$ cat config.mk
export PLATFORM = sky130hd
export DESIGN_NAME = hub_strap_desc
export DESIGN_NICKNAME = d
export VERILOG_FILES = /design/src/design/hub_desc_rom.v /design/src/design/hub_strap_desc.v
export VERILOG_INCLUDE_DIRS = /design/src /design/src/design
export SDC_FILE = /design/constraint.sdc
export NUM_CORES = 1
export LEC_CHECK = 0
export BUFFER_PORTS_ARGS = -buffer_cell sky130_fd_sc_hd__buf_2
export CAP_MARGIN = 20
export CORE_AREA = 4 4 106 108
export DETAILED_ROUTE_END_ITERATION = 8
export DIE_AREA = 0 0 110 112
export PLACE_DENSITY = 0.77
export SYNTH_ARGS = -nofsm -noshare
export SYNTH_HDL_FRONTEND = slang
export SYNTH_HIERARCHICAL = 1
export SYNTH_SLANG_ARGS = --single-unit
$ cat constraint.sdc
create_clock -name core_clk -period 2.1 [get_ports core_clk]
set_input_delay 0.105 -clock core_clk [delete_from_list [all_inputs] [get_ports core_clk]]
set_output_delay 0.105 -clock core_clk [all_outputs]
set_load 0.03 [all_outputs]
$ cat src/design/hub_strap_regs.vh
// constants for the strap-selected hub mode and descriptor store
`ifndef HUB_STRAP_REGS_VH
`define HUB_STRAP_REGS_VH

// register offsets (byte addresses)
`define REG_STRAP_STATUS   8'h00
`define REG_IDENT          8'h04
`define REG_DESC_CTRL      8'h08
`define REG_DESC_STATUS    8'h0C

// status field positions
`define ST_SELF_BIT        0
`define ST_GANG_BIT        1
`define ST_PORTS_LSB       2
`define ST_LATCHED_BIT     8
`define DS_BUSY_BIT        8

// reset values
`define DESC_CTRL_RST      1'b1
`define VENDOR_RST         16'h0F0F
`define PRODUCT_RST        16'h0A0A

// mode codes
`define MODE_SELF_IND      2'h0
`define MODE_BUS_IND       2'h1
`define MODE_BUS_GANG      2'h2

// descriptor sizes
`define DEV_DESC_LEN       16'h0012
`define CFG_TOTAL_LEN      16'h0019
`define CFG_DESC_LEN       8'h09
`define IF_DESC_LEN        8'h09
`define EP_DESC_LEN        8'h07
`define IF_START           5'h09
`define EP_START           5'h12

// descriptor contents
`define TYPE_DEVICE        8'h01
`define TYPE_CONFIG        8'h02
`define TYPE_INTERFACE     8'h04
`define TYPE_ENDPOINT      8'h05
`define USB_RELEASE        16'h0100
`define DEVICE_RELEASE     16'h0100
`define HUB_CLASS          8'h09
`define EP0_MAX_PKT        8'h08
`define NUM_CONFIGS        8'h01
`define NUM_INTERFACES     8'h01
`define CONFIG_VALUE       8'h01
`define NUM_ENDPOINTS      8'h01
`define ATTR_SELF          8'h60
`define ATTR_BUS           8'hA0
`define POWER_SELF         8'h01
`define POWER_BUS          8'hFA
`define EP_ADDRESS         8'h81
`define EP_ATTR_INTR       8'h03
`define EP_MAX_PKT         16'h0001
`define EP_INTERVAL        8'hEF

`endif

$ cat src/design/hub_desc_rom.v
// descriptor byte store: device, configuration, interface, endpoint
`timescale 1ns/1ns
`include "hub_strap_regs.vh"

module hub_desc_rom (
    input  wire        cfgKind,      // 0 device, 1 configuration set
    input  wire [4:0]  byteIdx,      // offset within the chosen set
    input  wire        selfPowered,  // latched power mode
    input  wire [15:0] vendorId,     // identity words, low byte first
    input  wire [15:0] productId,
    output reg  [7:0]  romByte
);

    // full-width copies, so single bytes can be taken from them
    localparam [15:0] DEV_LEN = `DEV_DESC_LEN;
    localparam [15:0] USB_REL = `USB_RELEASE;
    localparam [15:0] DEV_REL = `DEVICE_RELEASE;
    localparam [15:0] CFG_TOT = `CFG_TOTAL_LEN;
    localparam [15:0] EP_PKT  = `EP_MAX_PKT;

    // one byte per offset, little-endian word fields
    always @* begin
        romByte = 8'h00;                           // unused offsets and string indices read zero
        if (!cfgKind) begin
            case (byteIdx)
                5'h00: romByte = DEV_LEN[7:0];
                5'h01: romByte = `TYPE_DEVICE;
                5'h02: romByte = USB_REL[7:0];
                5'h03: romByte = USB_REL[15:8];
                5'h04: romByte = `HUB_CLASS;
                5'h07: romByte = `EP0_MAX_PKT;
                5'h08: romByte = vendorId[7:0];
                5'h09: romByte = vendorId[15:8];
                5'h0A: romByte = productId[7:0];
                5'h0B: romByte = productId[15:8];
                5'h0C: romByte = DEV_REL[7:0];
                5'h0D: romByte = DEV_REL[15:8];
                5'h11: romByte = `NUM_CONFIGS;
                default: romByte = 8'h00;                          // subclass, protocol, strings
            endcase
        end else begin
            case (byteIdx)
                5'h00: romByte = `CFG_DESC_LEN;
                5'h01: romByte = `TYPE_CONFIG;
                5'h02: romByte = CFG_TOT[7:0];
                5'h03: romByte = CFG_TOT[15:8];
                5'h04: romByte = `NUM_INTERFACES;
                5'h05: romByte = `CONFIG_VALUE;
                5'h07: romByte = selfPowered ? `ATTR_SELF : `ATTR_BUS;
                5'h08: romByte = selfPowered ? `POWER_SELF : `POWER_BUS;
                5'h09: romByte = `IF_DESC_LEN;
                5'h0A: romByte = `TYPE_INTERFACE;
                5'h0D: romByte = `NUM_ENDPOINTS;
                5'h0E: romByte = `HUB_CLASS;
                5'h12: romByte = `EP_DESC_LEN;
                5'h13: romByte = `TYPE_ENDPOINT;
                5'h14: romByte = `EP_ADDRESS;
                5'h15: romByte = `EP_ATTR_INTR;
                5'h16: romByte = EP_PKT[7:0];
                5'h17: romByte = EP_PKT[15:8];
                5'h18: romByte = `EP_INTERVAL;
                default: romByte = 8'h00;                          // zero fields and indices
            endcase
        end
    end

endmodule

$ cat src/design/hub_strap_desc.v
// strap mode latch, port pin steering and descriptor streaming for endpoint 0
`timescale 1ns/1ns
`include "hub_strap_regs.vh"

module hub_strap_desc #(
    parameter [15:0] VENDOR_ID  = `VENDOR_RST,   // arbitrary value, not a real assignment
    parameter [15:0] PRODUCT_ID = `PRODUCT_RST   // arbitrary value, not a real assignment
) (
    input  wire        core_clk,
    input  wire        rst_n,
    // strap and port pins
    input  wire        port5_dplus_sel_hi,
    input  wire        port5_dminus_sel_lo,
    input  wire        port5_overcurrent_gang_strap,
    input  wire [3:0]  portOvercurrentN,     // ports 1..4, bit 0 is port1_overcurrent_n
    input  wire [4:0]  portPowerReq,         // per-port power request from the controller
    output reg  [4:0]  portPowerSwitch,      // bit 0 is port1_power_switch, bit 4 port5_power_switch
    output reg  [4:0]  portOvercurrent,      // active-high overcurrent seen per port
    output reg         port5DataEnable,      // port 5 data pins belong to the repeater
    output reg         selfPowered,
    output reg         gangedPower,
    output reg  [2:0]  portCount,
    // endpoint 0 descriptor port
    input  wire        descReqStart,         // one-cycle request pulse
    input  wire        descReqConfig,        // 0 device, 1 configuration set
    input  wire [15:0] descReqLength,        // host wLength
    input  wire        descReady,            // handler takes the byte on offer
    output reg         descValid,
    output reg  [7:0]  descByte,
    output reg         descLast,
    output reg         descRefused,          // one-cycle pulse: request ignored
    // register port
    input  wire [7:0]  regAddr,
    input  wire [31:0] regWdata,
    input  wire        regWrite,
    input  wire        regRead,
    output reg  [31:0] regRdata
);

    // stream states
    localparam ST_IDLE = 1'b0;
    localparam ST_SEND = 1'b1;

    // smaller of requested and available length, clipped to the index width
    function [4:0] clipLength;
        input [15:0] want;
        input [15:0] avail;
        begin
            if (want < avail) begin
                clipLength = want[4:0];
            end else begin
                clipLength = avail[4:0];
            end
        end
    endfunction

    reg        latched_r;        // straps taken since reset
    reg [1:0]  mode_r;           // latched operating mode
    reg [15:0] vendor_r;         // identity words, software may replace
    reg [15:0] product_r;
    reg        descEnable_r;     // zero makes every request refused
    reg        state_r;
    reg        kind_r;           // set being streamed
    reg [4:0]  idx_r;            // next byte offset
    reg [4:0]  limit_r;          // bytes in this answer
    reg [4:0]  lastLen_r;        // length of the last answer
    reg [1:0]  mode_nxt;
    wire [7:0] romByte;
    wire       modeSelf;
    wire       modeGang;
    wire       offerFree;
    wire [4:0] reqLimit;

    assign modeSelf  = (mode_r == `MODE_SELF_IND);
    assign modeGang  = (mode_r == `MODE_BUS_GANG);
    // a new byte may be offered when none waits or the waiting one is taken
    assign offerFree = !descValid || descReady;
    assign reqLimit  = descReqConfig ? clipLength(descReqLength, `CFG_TOTAL_LEN)
                                     : clipLength(descReqLength, `DEV_DESC_LEN);

    // decode the strap levels into a mode
    always @* begin
        mode_nxt = `MODE_SELF_IND;
        if (!port5_dplus_sel_hi && port5_dminus_sel_lo) begin
            if (port5_overcurrent_gang_strap) begin
                mode_nxt = `MODE_BUS_IND;
            end else begin
                mode_nxt = `MODE_BUS_GANG;
            end
        end
        // select-hi high has no defined mode; it falls back to self-powered
    end

    // latch the straps at the first edge after reset release, never again
    always @(posedge core_clk or negedge rst_n) begin
        if (!rst_n) begin
            latched_r <= 1'b0;
            mode_r    <= `MODE_SELF_IND;
        end else if (!latched_r) begin
            latched_r <= 1'b1;
            mode_r    <= mode_nxt;
        end
    end

    // port pin steering per mode, registered so outputs come from flops
    always @(posedge core_clk or negedge rst_n) begin
        if (!rst_n) begin
            portPowerSwitch <= 5'h00;                           // ports unpowered in reset
            portOvercurrent <= 5'h00;
            port5DataEnable <= 1'b0;
            selfPowered     <= 1'b0;
            gangedPower     <= 1'b0;
            portCount       <= 3'h0;
        end else if (!latched_r) begin
            // mode not known yet: keep everything off
            portPowerSwitch <= 5'h00;
            portOvercurrent <= 5'h00;
            port5DataEnable <= 1'b0;
            selfPowered     <= 1'b0;
            gangedPower     <= 1'b0;
            portCount       <= 3'h0;
        end else begin
            selfPowered <= modeSelf;
            gangedPower <= modeGang;
            case (mode_r)
                `MODE_SELF_IND: begin
                    // five ports, port 5 pins become data and overcurrent
                    portPowerSwitch <= portPowerReq;
                    portOvercurrent <= {!port5_overcurrent_gang_strap, ~portOvercurrentN};
                    port5DataEnable <= 1'b1;
                    portCount       <= 3'h5;
                end
                `MODE_BUS_IND: begin
                    // four ports; port 5 pins and its switch are left alone
                    portPowerSwitch <= {1'b0, portPowerReq[3:0]};
                    portOvercurrent <= {1'b0, ~portOvercurrentN};
                    port5DataEnable <= 1'b0;
                    portCount       <= 3'h4;
                end
                `MODE_BUS_GANG: begin
                    // one switch and one sense pin serve all four ports
                    portPowerSwitch <= {4'h0, |portPowerReq[3:0]};
                    portOvercurrent <= {1'b0, {4{!portOvercurrentN[0]}}};
                    port5DataEnable <= 1'b0;
                    portCount       <= 3'h4;
                end
                default: begin
                    portPowerSwitch <= 5'h00;
                    portOvercurrent <= 5'h00;
                    port5DataEnable <= 1'b0;
                    portCount       <= 3'h0;
                end
            endcase
        end
    end

    // byte store lookup at the current offset
    hub_desc_rom uRom (
        .cfgKind     (kind_r),
        .byteIdx     (idx_r),
        .selfPowered (modeSelf),
        .vendorId    (vendor_r),
        .productId   (product_r),
        .romByte     (romByte)
    );

    // descriptor stream: one byte per cycle while the handler keeps taking
    always @(posedge core_clk or negedge rst_n) begin
        if (!rst_n) begin
            state_r     <= ST_IDLE;
            kind_r      <= 1'b0;
            idx_r       <= 5'h00;
            limit_r     <= 5'h00;
            lastLen_r   <= 5'h00;
            descValid   <= 1'b0;
            descByte    <= 8'h00;
            descLast    <= 1'b0;
            descRefused <= 1'b0;
        end else begin
            descRefused <= 1'b0;
            case (state_r)
                ST_IDLE: begin
                    if (descReady && descValid) begin
                        descValid <= 1'b0;              // final byte taken
                        descLast  <= 1'b0;
                    end
                    if (descReqStart) begin
                        if (!descEnable_r || !latched_r || descValid) begin
                            // disabled, mode unknown, or previous byte still held
                            descRefused <= 1'b1;
                        end else if (reqLimit == 5'h00) begin
                            lastLen_r <= 5'h00;         // zero-length request, nothing sent
                        end else begin
                            kind_r    <= descReqConfig;
                            idx_r     <= 5'h00;
                            limit_r   <= reqLimit;
                            lastLen_r <= reqLimit;
                            state_r   <= ST_SEND;
                        end
                    end
                end
                ST_SEND: begin
                    // requests during a stream are dropped, not queued
                    if (descReqStart) begin
                        descRefused <= 1'b1;
                    end
                    if (offerFree) begin
                        descValid <= 1'b1;
                        descByte  <= romByte;
                        descLast  <= (idx_r == limit_r - 5'h01);
                        idx_r     <= idx_r + 5'h01;     // sets run back to back
                        if (idx_r == limit_r - 5'h01) begin
                            state_r <= ST_IDLE;
                        end
                    end
                end
                default: begin
                    state_r <= ST_IDLE;
                end
            endcase
        end
    end

    // register writes: identity words and the enable bit
    always @(posedge core_clk or negedge rst_n) begin
        if (!rst_n) begin
            vendor_r     <= VENDOR_ID;
            product_r    <= PRODUCT_ID;
            descEnable_r <= `DESC_CTRL_RST;
        end else if (regWrite) begin
            case (regAddr)
                `REG_IDENT: begin
                    // changing identity mid-stream would tear the answer
                    vendor_r  <= regWdata[15:0];
                    product_r <= regWdata[31:16];
                end
                `REG_DESC_CTRL: begin
                    descEnable_r <= regWdata[0];
                end
                default: begin
                    vendor_r <= vendor_r;       // read-only or unmapped: ignored
                end
            endcase
        end
    end

    // register reads: data stand in the cycle after the strobe only
    always @(posedge core_clk or negedge rst_n) begin
        if (!rst_n) begin
            regRdata <= 32'h00000000;
        end else if (regRead) begin
            case (regAddr)
                `REG_STRAP_STATUS: begin
                    regRdata <= {23'h000000, latched_r, 3'h0, portCount, gangedPower, selfPowered};
                end
                `REG_IDENT: begin
                    regRdata <= {product_r, vendor_r};
                end
                `REG_DESC_CTRL: begin
                    regRdata <= {31'h00000000, descEnable_r};
                end
                `REG_DESC_STATUS: begin
                    regRdata <= {23'h000000, state_r, 3'h0, lastLen_r};
                end
                default: begin
                    regRdata <= 32'h00000000;   // unmapped reads zero
                end
            endcase
        end else begin
            regRdata <= 32'h00000000;
        end
    end

endmodule

==> results.sh, run 1 <==
export IMPL_run_status="complete, no violations"
export IMPL_drt_wirelength_per_cell_um=17.4
export IMPL_synth_avg_cell_area_um2=11.5
export IMPL_die_area_um2=12300
export IMPL_io_buffers=132
export IMPL_yosysUniqueCellTypes=71
export IMPL_syn_area_um2=5340
export IMPL_final_antenna_net_count=0
export IMPL_fin_crit_sh_pct=95.2
export IMPL_vias_per_cell=5.35
export IMPL_slew_viol_final=0
export IMPL_hold_ws_ns=0.0184
export IMPL_die_y_um=112
export IMPL_path_cells="buf_4 -> nand2b_2 -> a2bb2oi_1 -> nor2_1 -> o41ai_4 -> buf_4 -> a2bb2o_4 -> nand2_1 -> nand2_1"
export IMPL_path_clk_slew_ns=0.10
export IMPL_grt_pass1_vias=4482
export IMPL_htree_levels=3
export IMPL_switching_share_pct=35.2
export IMPL_yosysWarnings=6
export IMPL_rows=37
export IMPL_cellPowerDensity_nw_per_um2=803
export IMPL_grt_use_total_pct=23.7
export IMPL_cts_tree="built"
export IMPL_p_switching_w=0.00194
export IMPL_tns_ns=0
export IMPL_cts_inserted_buffers=9
export IMPL_dp_hpwl_um=9870
export IMPL_seq_area_frac_synth_pct=51.3
export IMPL_seqPwrFrac_pct=44.8
export IMPL_clock_skew_final_ns=0.00998
export IMPL_slew_headroom_pct=61.7
export IMPL_grt_max_degree=110
export IMPL_synth_edff_count=0
export IMPL_synthArstFlopShare_pct=100
export IMPL_drt_iter0_markers=143
export IMPL_total_power_w=0.00551
export IMPL_antenna_found_initial=0
export IMPL_synthCells=464
export IMPL_fmax_mhz=500
export IMPL_hold_viol=0
export IMPL_peakVddDrop_mv=0.572
export IMPL_num_vias=4254
export IMPL_cts_root_buf="clkbuf_8"
export IMPL_synthFlopType="dfrtp_1"
export IMPL_worstHoldPathType="in -> reg"
export IMPL_worstMarginPinSlew_ns=0.560
export IMPL_slowest_delay_ns=0.52
export IMPL_dp_slack_ns=0.120
export IMPL_post_route_min_period_ns=2.00
export IMPL_diodes=0
export IMPL_ios=134
export IMPL_finalSetupViolCount=0
export IMPL_power_internal_w=0.00357
export IMPL_crit_required_ns=2.37
export IMPL_slowest_stage="dfrtp_2"
export IMPL_grt_pass1_wl_um=22600
export IMPL_timing_worst_setup_path_type="reg -> reg"
export IMPL_cp_top_family="compound AO/OA/AOI/OAI gates"
export IMPL_fillers=777
export IMPL_cts_path_max_buffers=2
export IMPL_place_congestion=0.923
export IMPL_cp_arrival_ns=2.27
export IMPL_cap_viol_max_count=0
export IMPL_cp_num_buf_inv=2
export IMPL_clkSinkCount=109
export IMPL_combPwrFrac_pct=34.3
export IMPL_timing_final_ws_setup_ns=0.0999
export IMPL_nets=731
export IMPL_syn2layout_area_growth_pct=28.5
export IMPL_ys_seq_elements=109
export IMPL_clock_latency_ns=0.38
export IMPL_totalWireLength_um=13800
export IMPL_start_util_pct=52.2
export IMPL_die_w_um=110
export IMPL_crit_path_start_kind="flop"
export IMPL_power_share_clock_pct=20.8
export IMPL_cp_end_kind="flop"
export IMPL_p_leak_nw=3.51
export IMPL_firstDrtPassIters=4
export IMPL_grt_overflow_total=0
export IMPL_synth_nets=541
export IMPL_drive_above_1_share_pct=37.5
export IMPL_drc=0
export IMPL_cp_max_fo=13
export IMPL_core_um2=10200
==> power groups by stage <==
stage	logic, W	registers [W]	clock network [W]
6_report	0.00189	0.00247	0.00115
5_1_grt	0.00208	0.00250	0.00127
4_1_cts	0.00187	0.00247	0.00118
3_5_place_dp	0.00180	0.00250	0
3_3_place_gp	0.00180	0.00250	0
2_1_floorplan	0.00114	0.00258	0
==> what timing repair did <==
| action | CTS | global route |
|---|---|---|
| gates resized for setup | 0 | 2 |
| hold endpoints to repair | 139 | 0 |
| hold buffers | 44 | 0 |
| setup endpoints to repair | 0 | 6 |
| setup buffers | 0 | 1 |
==> state kept, by name (all words and copies together), names as in the netlist, 2 cells and up <==
signal / cells
mode_r: 2
limit_r: 5
portOvercurrent: 5
portPowerSwitch: 5
portCount: 2
vendor_r: 16
regRdata: 32
idx_r: 5
product_r: 16
lastLen_r: 5
descByte: 8
==> Yosys cell counts (all sizes together) (3+ instances only) <==
cell type / number / area, um^2
a21oi: 14 / 70.1
nand4b: 3 / 41.3
nor4: 4 / 25.0
mux2i: 7 / 70.1
buf: 17 / 148
nand3: 8 / 40.0
nand2b: 8 / 52.6
dfstp: 13 / 342
a21o: 4 / 30.0
o21ai: 17 / 85.1
nor3: 7 / 46.3
inv: 11 / 41.3
a31oi: 6 / 37.5
and2: 32 / 200
o22ai: 4 / 25.0
a311oi: 3 / 32.5
a211oi: 3 / 22.5
o41ai: 6 / 90.1
mux2: 36 / 518
o21a: 6 / 45.0
xor2: 6 / 52.6
nand4: 4 / 25.0
nor2: 35 / 134
nand2: 53 / 206
mux4: 5 / 113
clkbuf: 8 / 30.0
nand3b: 3 / 22.5
nor2b: 6 / 47.5
dfrtp: 96 / 2400
nor3b: 3 / 33.8
==> area by class of cell <==
cell class	instances	area (um^2)	share of cell area [%]
clock buffers	11	141	2.06
clock inverters	5	33.8	0.492
inverters	11	41.3	0.601
multi-input cells	319	2380	34.7
flip-flops and latches	109	2750	40.0
well taps	136	170	2.48
repair buffers	204	1350	19.7
==> path summary, 6_finish.rpt <==
kind | startpoint | to | slack, ns | depth (start not counted)
setup reg to reg | idx_r[3] | descByte[4] | 0.1 | 9
setup / recovery | idx_r[3] | descByte[4] | 0.1 | 9
max in group asynchronous | rst_n | idx_r[3] | 1.34 | 3
hold / removal | descReqConfig | kind_r | 0.02 | 2
min in group asynchronous | rst_n | vendor_r[7] | 0.33 | 3
hold reg to reg | descByte[5] | descByte[5] | 0.48 | 2
==> layer usage <==
layer	wire (um)	GRT usage (%)
met5	0	0
met3	895	6.55
met2	6880	39.6
met4	335	7.40
met1	5700	29.4
==> stage by stage <==
stage / area [um^2] / std cells / utilization [%]
final: 6870 / 795 / 67.1
after global routing: 6870 / 795 / 67.1
after CTS: 6860 / 794 / 67.0
after detailed placement: 6240 / 734 / 61.0
after global placement: 6240 / 734 / 61.0
after floorplan: 5340 / 464 / -
==> logic make-up (layout without fill, tap and decap cells) <==
group | after synthesis | after routing | share of synthesized area [%]
other cells | 2 | 2 | 0.141
xor+xnor | 8 | 8 | 1.31
fa+ha+maj | 2 | 2 | 0.468
buf+inv | 36 | 231 | 4.10
compound gates | 84 | 84 | 11.9
mux | 48 | 48 | 13.1
flops | 109 | 109 | 51.3
simple gates | 175 | 175 | 17.7
==> placed cells by master, fill, tap and decap left out, drive strengths merged, types with 7 or more instances in the layout <==
cell type and n:
o21ai 17, nand2 53, mux2i 7, inv 12, mux2 36, nand2b 8
buf 160, dlygate4sd3 44, a21oi 14, dfstp 13, clkbuf 11, nor3 7
nand3 8, and2 32, nor2 35, dfrtp 96
No activity file was read; power rests on OpenSTA's default activity.
==> run 2: changes to the inputs <==
--- a/config.mk
+++ b/config.mk
@@ -8,10 +8,11 @@
 export LEC_CHECK = 0
 export BUFFER_PORTS_ARGS = -buffer_cell sky130_fd_sc_hd__buf_2
 export CAP_MARGIN = 20
-export CORE_AREA = 4 4 106 108
+export CORE_AREA = 4 4 104 106
+export CTS_BUF_LIST = sky130_fd_sc_hd__clkbuf_2
 export DETAILED_ROUTE_END_ITERATION = 8
-export DIE_AREA = 0 0 110 112
-export PLACE_DENSITY = 0.77
+export DIE_AREA = 0 0 108 110
+export PLACE_DENSITY = 0.8
 export SYNTH_ARGS = -nofsm -noshare
 export SYNTH_HDL_FRONTEND = slang
 export SYNTH_HIERARCHICAL = 1
==> run 2 against run 1 <==
Compared with the run above:
- total power decreased by 2.7%
- first-iteration DRC count increased by 32%
- non-clock buffer count grew 34
- via count rose by 6.7%
- die area decreased by 3.6%
- sequential cell count stayed put
- register-to-register slack improved by 0.09 ns
- sequential power about the same
- critical path type is now in -> reg
- highest routed layer unchanged
==> results.sh, run 2 (synthesis gave the netlist of run 1 again) <==
export IMPL_run_status="complete, no violations"
export IMPL_p_leak_nw=3.64
export IMPL_crit_path_start_kind="primary input"
export IMPL_clock_skew_final_ns=0.0492
export IMPL_firstDrtPassIters=5
export IMPL_mostFrequentLayoutCells="131 x buf_2, 95 x dfrtp_1, 76 x dlygate4sd3_1, 52 x nand2_1, 34 x nor2_1"
export IMPL_worstMarginPinSlew_ns=0.513
export IMPL_path_clk_slew_ns=0.29
export IMPL_worstHoldPathType="in -> reg"
export IMPL_grt_pass1_wl_um=23900
export IMPL_start_util_pct=54.7
export IMPL_cap_viol_max_count=0
export IMPL_clock_latency_ns=0.61
export IMPL_drc=0
export IMPL_grt_max_degree=39
export IMPL_die_w_um=108
export IMPL_largest_register_ffs=32
export IMPL_postPlaceCellArea_um2=6240
export IMPL_crit_required_ns=2.63
export IMPL_place_congestion=0.908
export IMPL_slew_viol_final=0
export IMPL_rows=36
export IMPL_cellPowerDensity_nw_per_um2=751
export IMPL_drt_iter0_markers=189
export IMPL_fillers=682
export IMPL_clkSinkCount=109
export IMPL_die_y_um=110
export IMPL_cp_arrival_ns=2.50
export IMPL_syn2layout_area_growth_pct=33.5
export IMPL_rsz0062_at_grt="false"
export IMPL_peakVddDrop_mv=0.391
export IMPL_fmax_mhz=507
export IMPL_cts_root_buf="clkbuf_2"
export IMPL_post_route_min_period_ns=1.97
export IMPL_path_cells="dlygate4sd3_1 -> buf_2 -> nor3_2 -> dlygate4sd3_1 -> nand3_1 -> o41ai_4 -> mux2_2"
export IMPL_timing_worst_setup_path_type="in -> reg"
export IMPL_grt_overflow_total=0
export IMPL_antenna_found_initial=0
export IMPL_slew_headroom_pct=65.7
export IMPL_core_um2=9770
export IMPL_seqPwrFrac_pct=45.7
export IMPL_postLayoutCellArea_um2=7140
export IMPL_totalWireLength_um=15000
export IMPL_dp_hpwl_um=10000
export IMPL_cp_end_kind="flop"
export IMPL_cp_max_fo=6
export IMPL_ios=134
export IMPL_switching_share_pct=37.8
export IMPL_dp_slack_ns=0.181
export IMPL_total_power_w=0.00536
export IMPL_path_common_cell="dlygate4sd3_1"
export IMPL_slowest_stage="dlygate4sd3_1"
export IMPL_vias_per_cell=5.49
export IMPL_combPwrFrac_pct=36.8
export IMPL_timing_final_ws_setup_ns=0.129
export IMPL_final_antenna_net_count=0
export IMPL_fin_crit_sh_pct=93.8
export IMPL_diodes=0
export IMPL_reg_largest_list="regRdata (32), product_r (16), vendor_r (16)"
export IMPL_cts_inserted_buffers=9
export IMPL_nets=765
export IMPL_htree_levels=3
export IMPL_final_common_cell="buf_2"
export IMPL_tns_ns=0
export IMPL_num_vias=4537
export IMPL_hold_viol=0
export IMPL_cts_tree="built"
export IMPL_grt_pass1_vias=4746
export IMPL_cts_path_max_buffers=2
export IMPL_top_register="regRdata"
export IMPL_finalSetupViolCount=0
export IMPL_power_internal_w=0.00334
export IMPL_slowest_delay_ns=0.57
export IMPL_io_buffers=132
export IMPL_die_area_um2=11900
export IMPL_drt_wirelength_per_cell_um=18.1
export IMPL_power_share_clock_pct=17.4
export IMPL_p_switching_w=0.00202
export IMPL_drive_above_1_share_pct=36.1
export IMPL_grt_use_total_pct=26.2
## run 2: cell type report
class / instances / area, um^2 / area share, %
well taps: 133 / 166 / 2.33
clock inverters: 6 / 56.3 / 0.789
flip-flops and latches: 109 / 2750 / 38.5
repair buffers: 238 / 1690 / 23.6
clock buffers: 10 / 50.0 / 0.701
inverters: 11 / 41.3 / 0.579
multi-input cells: 319 / 2390 / 33.5
## run 2: critical path: cells and delay by family
kind	cells	cell delay (ns)
simple gates	2	0.29
buf+inv	3	1.25
compound gates	1	0.46
mux	1	0.39
## run 2: routing by layer
layer  up-vias  track usage (%)  share of wire [%]  wire length (um)
met4         0             12.4                3.2               477
met1      2224             31.0                 39              5850
li1       2088                -                  -                 -
met2       190             46.0                 51              7590
met5         -                0                  0                 0
met3        35             5.30                7.0              1050
## run 2: final timing paths
check	to	slack, ns	depth (start not counted)	start
min reg2reg	descByte[3]	0.51	2	descByte[3]
max in group asynchronous	vendor_r[11]	1.15	4	rst_n
max reg2reg	descByte[6]	0.19	9	idx_r[2]
min in group asynchronous	descEnable_r	0.53	3	rst_n
max	kind_r	0.13	7	descReqLength[6]
min	limit_r[2]	0.13	4	descReqLength[7]
## run 2: metrics by stage
step / hold WS (ns) / cells / util (%)
finish: 0.129 / 826 / 73.0
global placement: 0.130 / 733 / 63.8
floorplan: -0.191 / 464 / -
detailed placement: 0.136 / 733 / 63.8
CTS: 0.0637 / 826 / 72.9
global route: 0.118 / 826 / 73.0
## run 2: timing repair
item | 4_1_cts | 5_1_grt
setup buffers | 0 | 0
hold buffers | 77 | 0
endpoints found under the setup margin | 0 | 6
endpoints found under the hold margin | 165 | 0
gates resized for setup | 0 | 3
## run 2: power groups by stage
stage	Combinational (W)	Clock [W]	Sequential, W
2_1_floorplan	0.00114	0	0.00258
3_3_place_gp	0.00182	0	0.00247
3_5_place_dp	0.00184	0	0.00248
4_1_cts	0.00196	0.000938	0.00245
5_1_grt	0.00215	0.00103	0.00248
6_report	0.00198	0.000933	0.00245
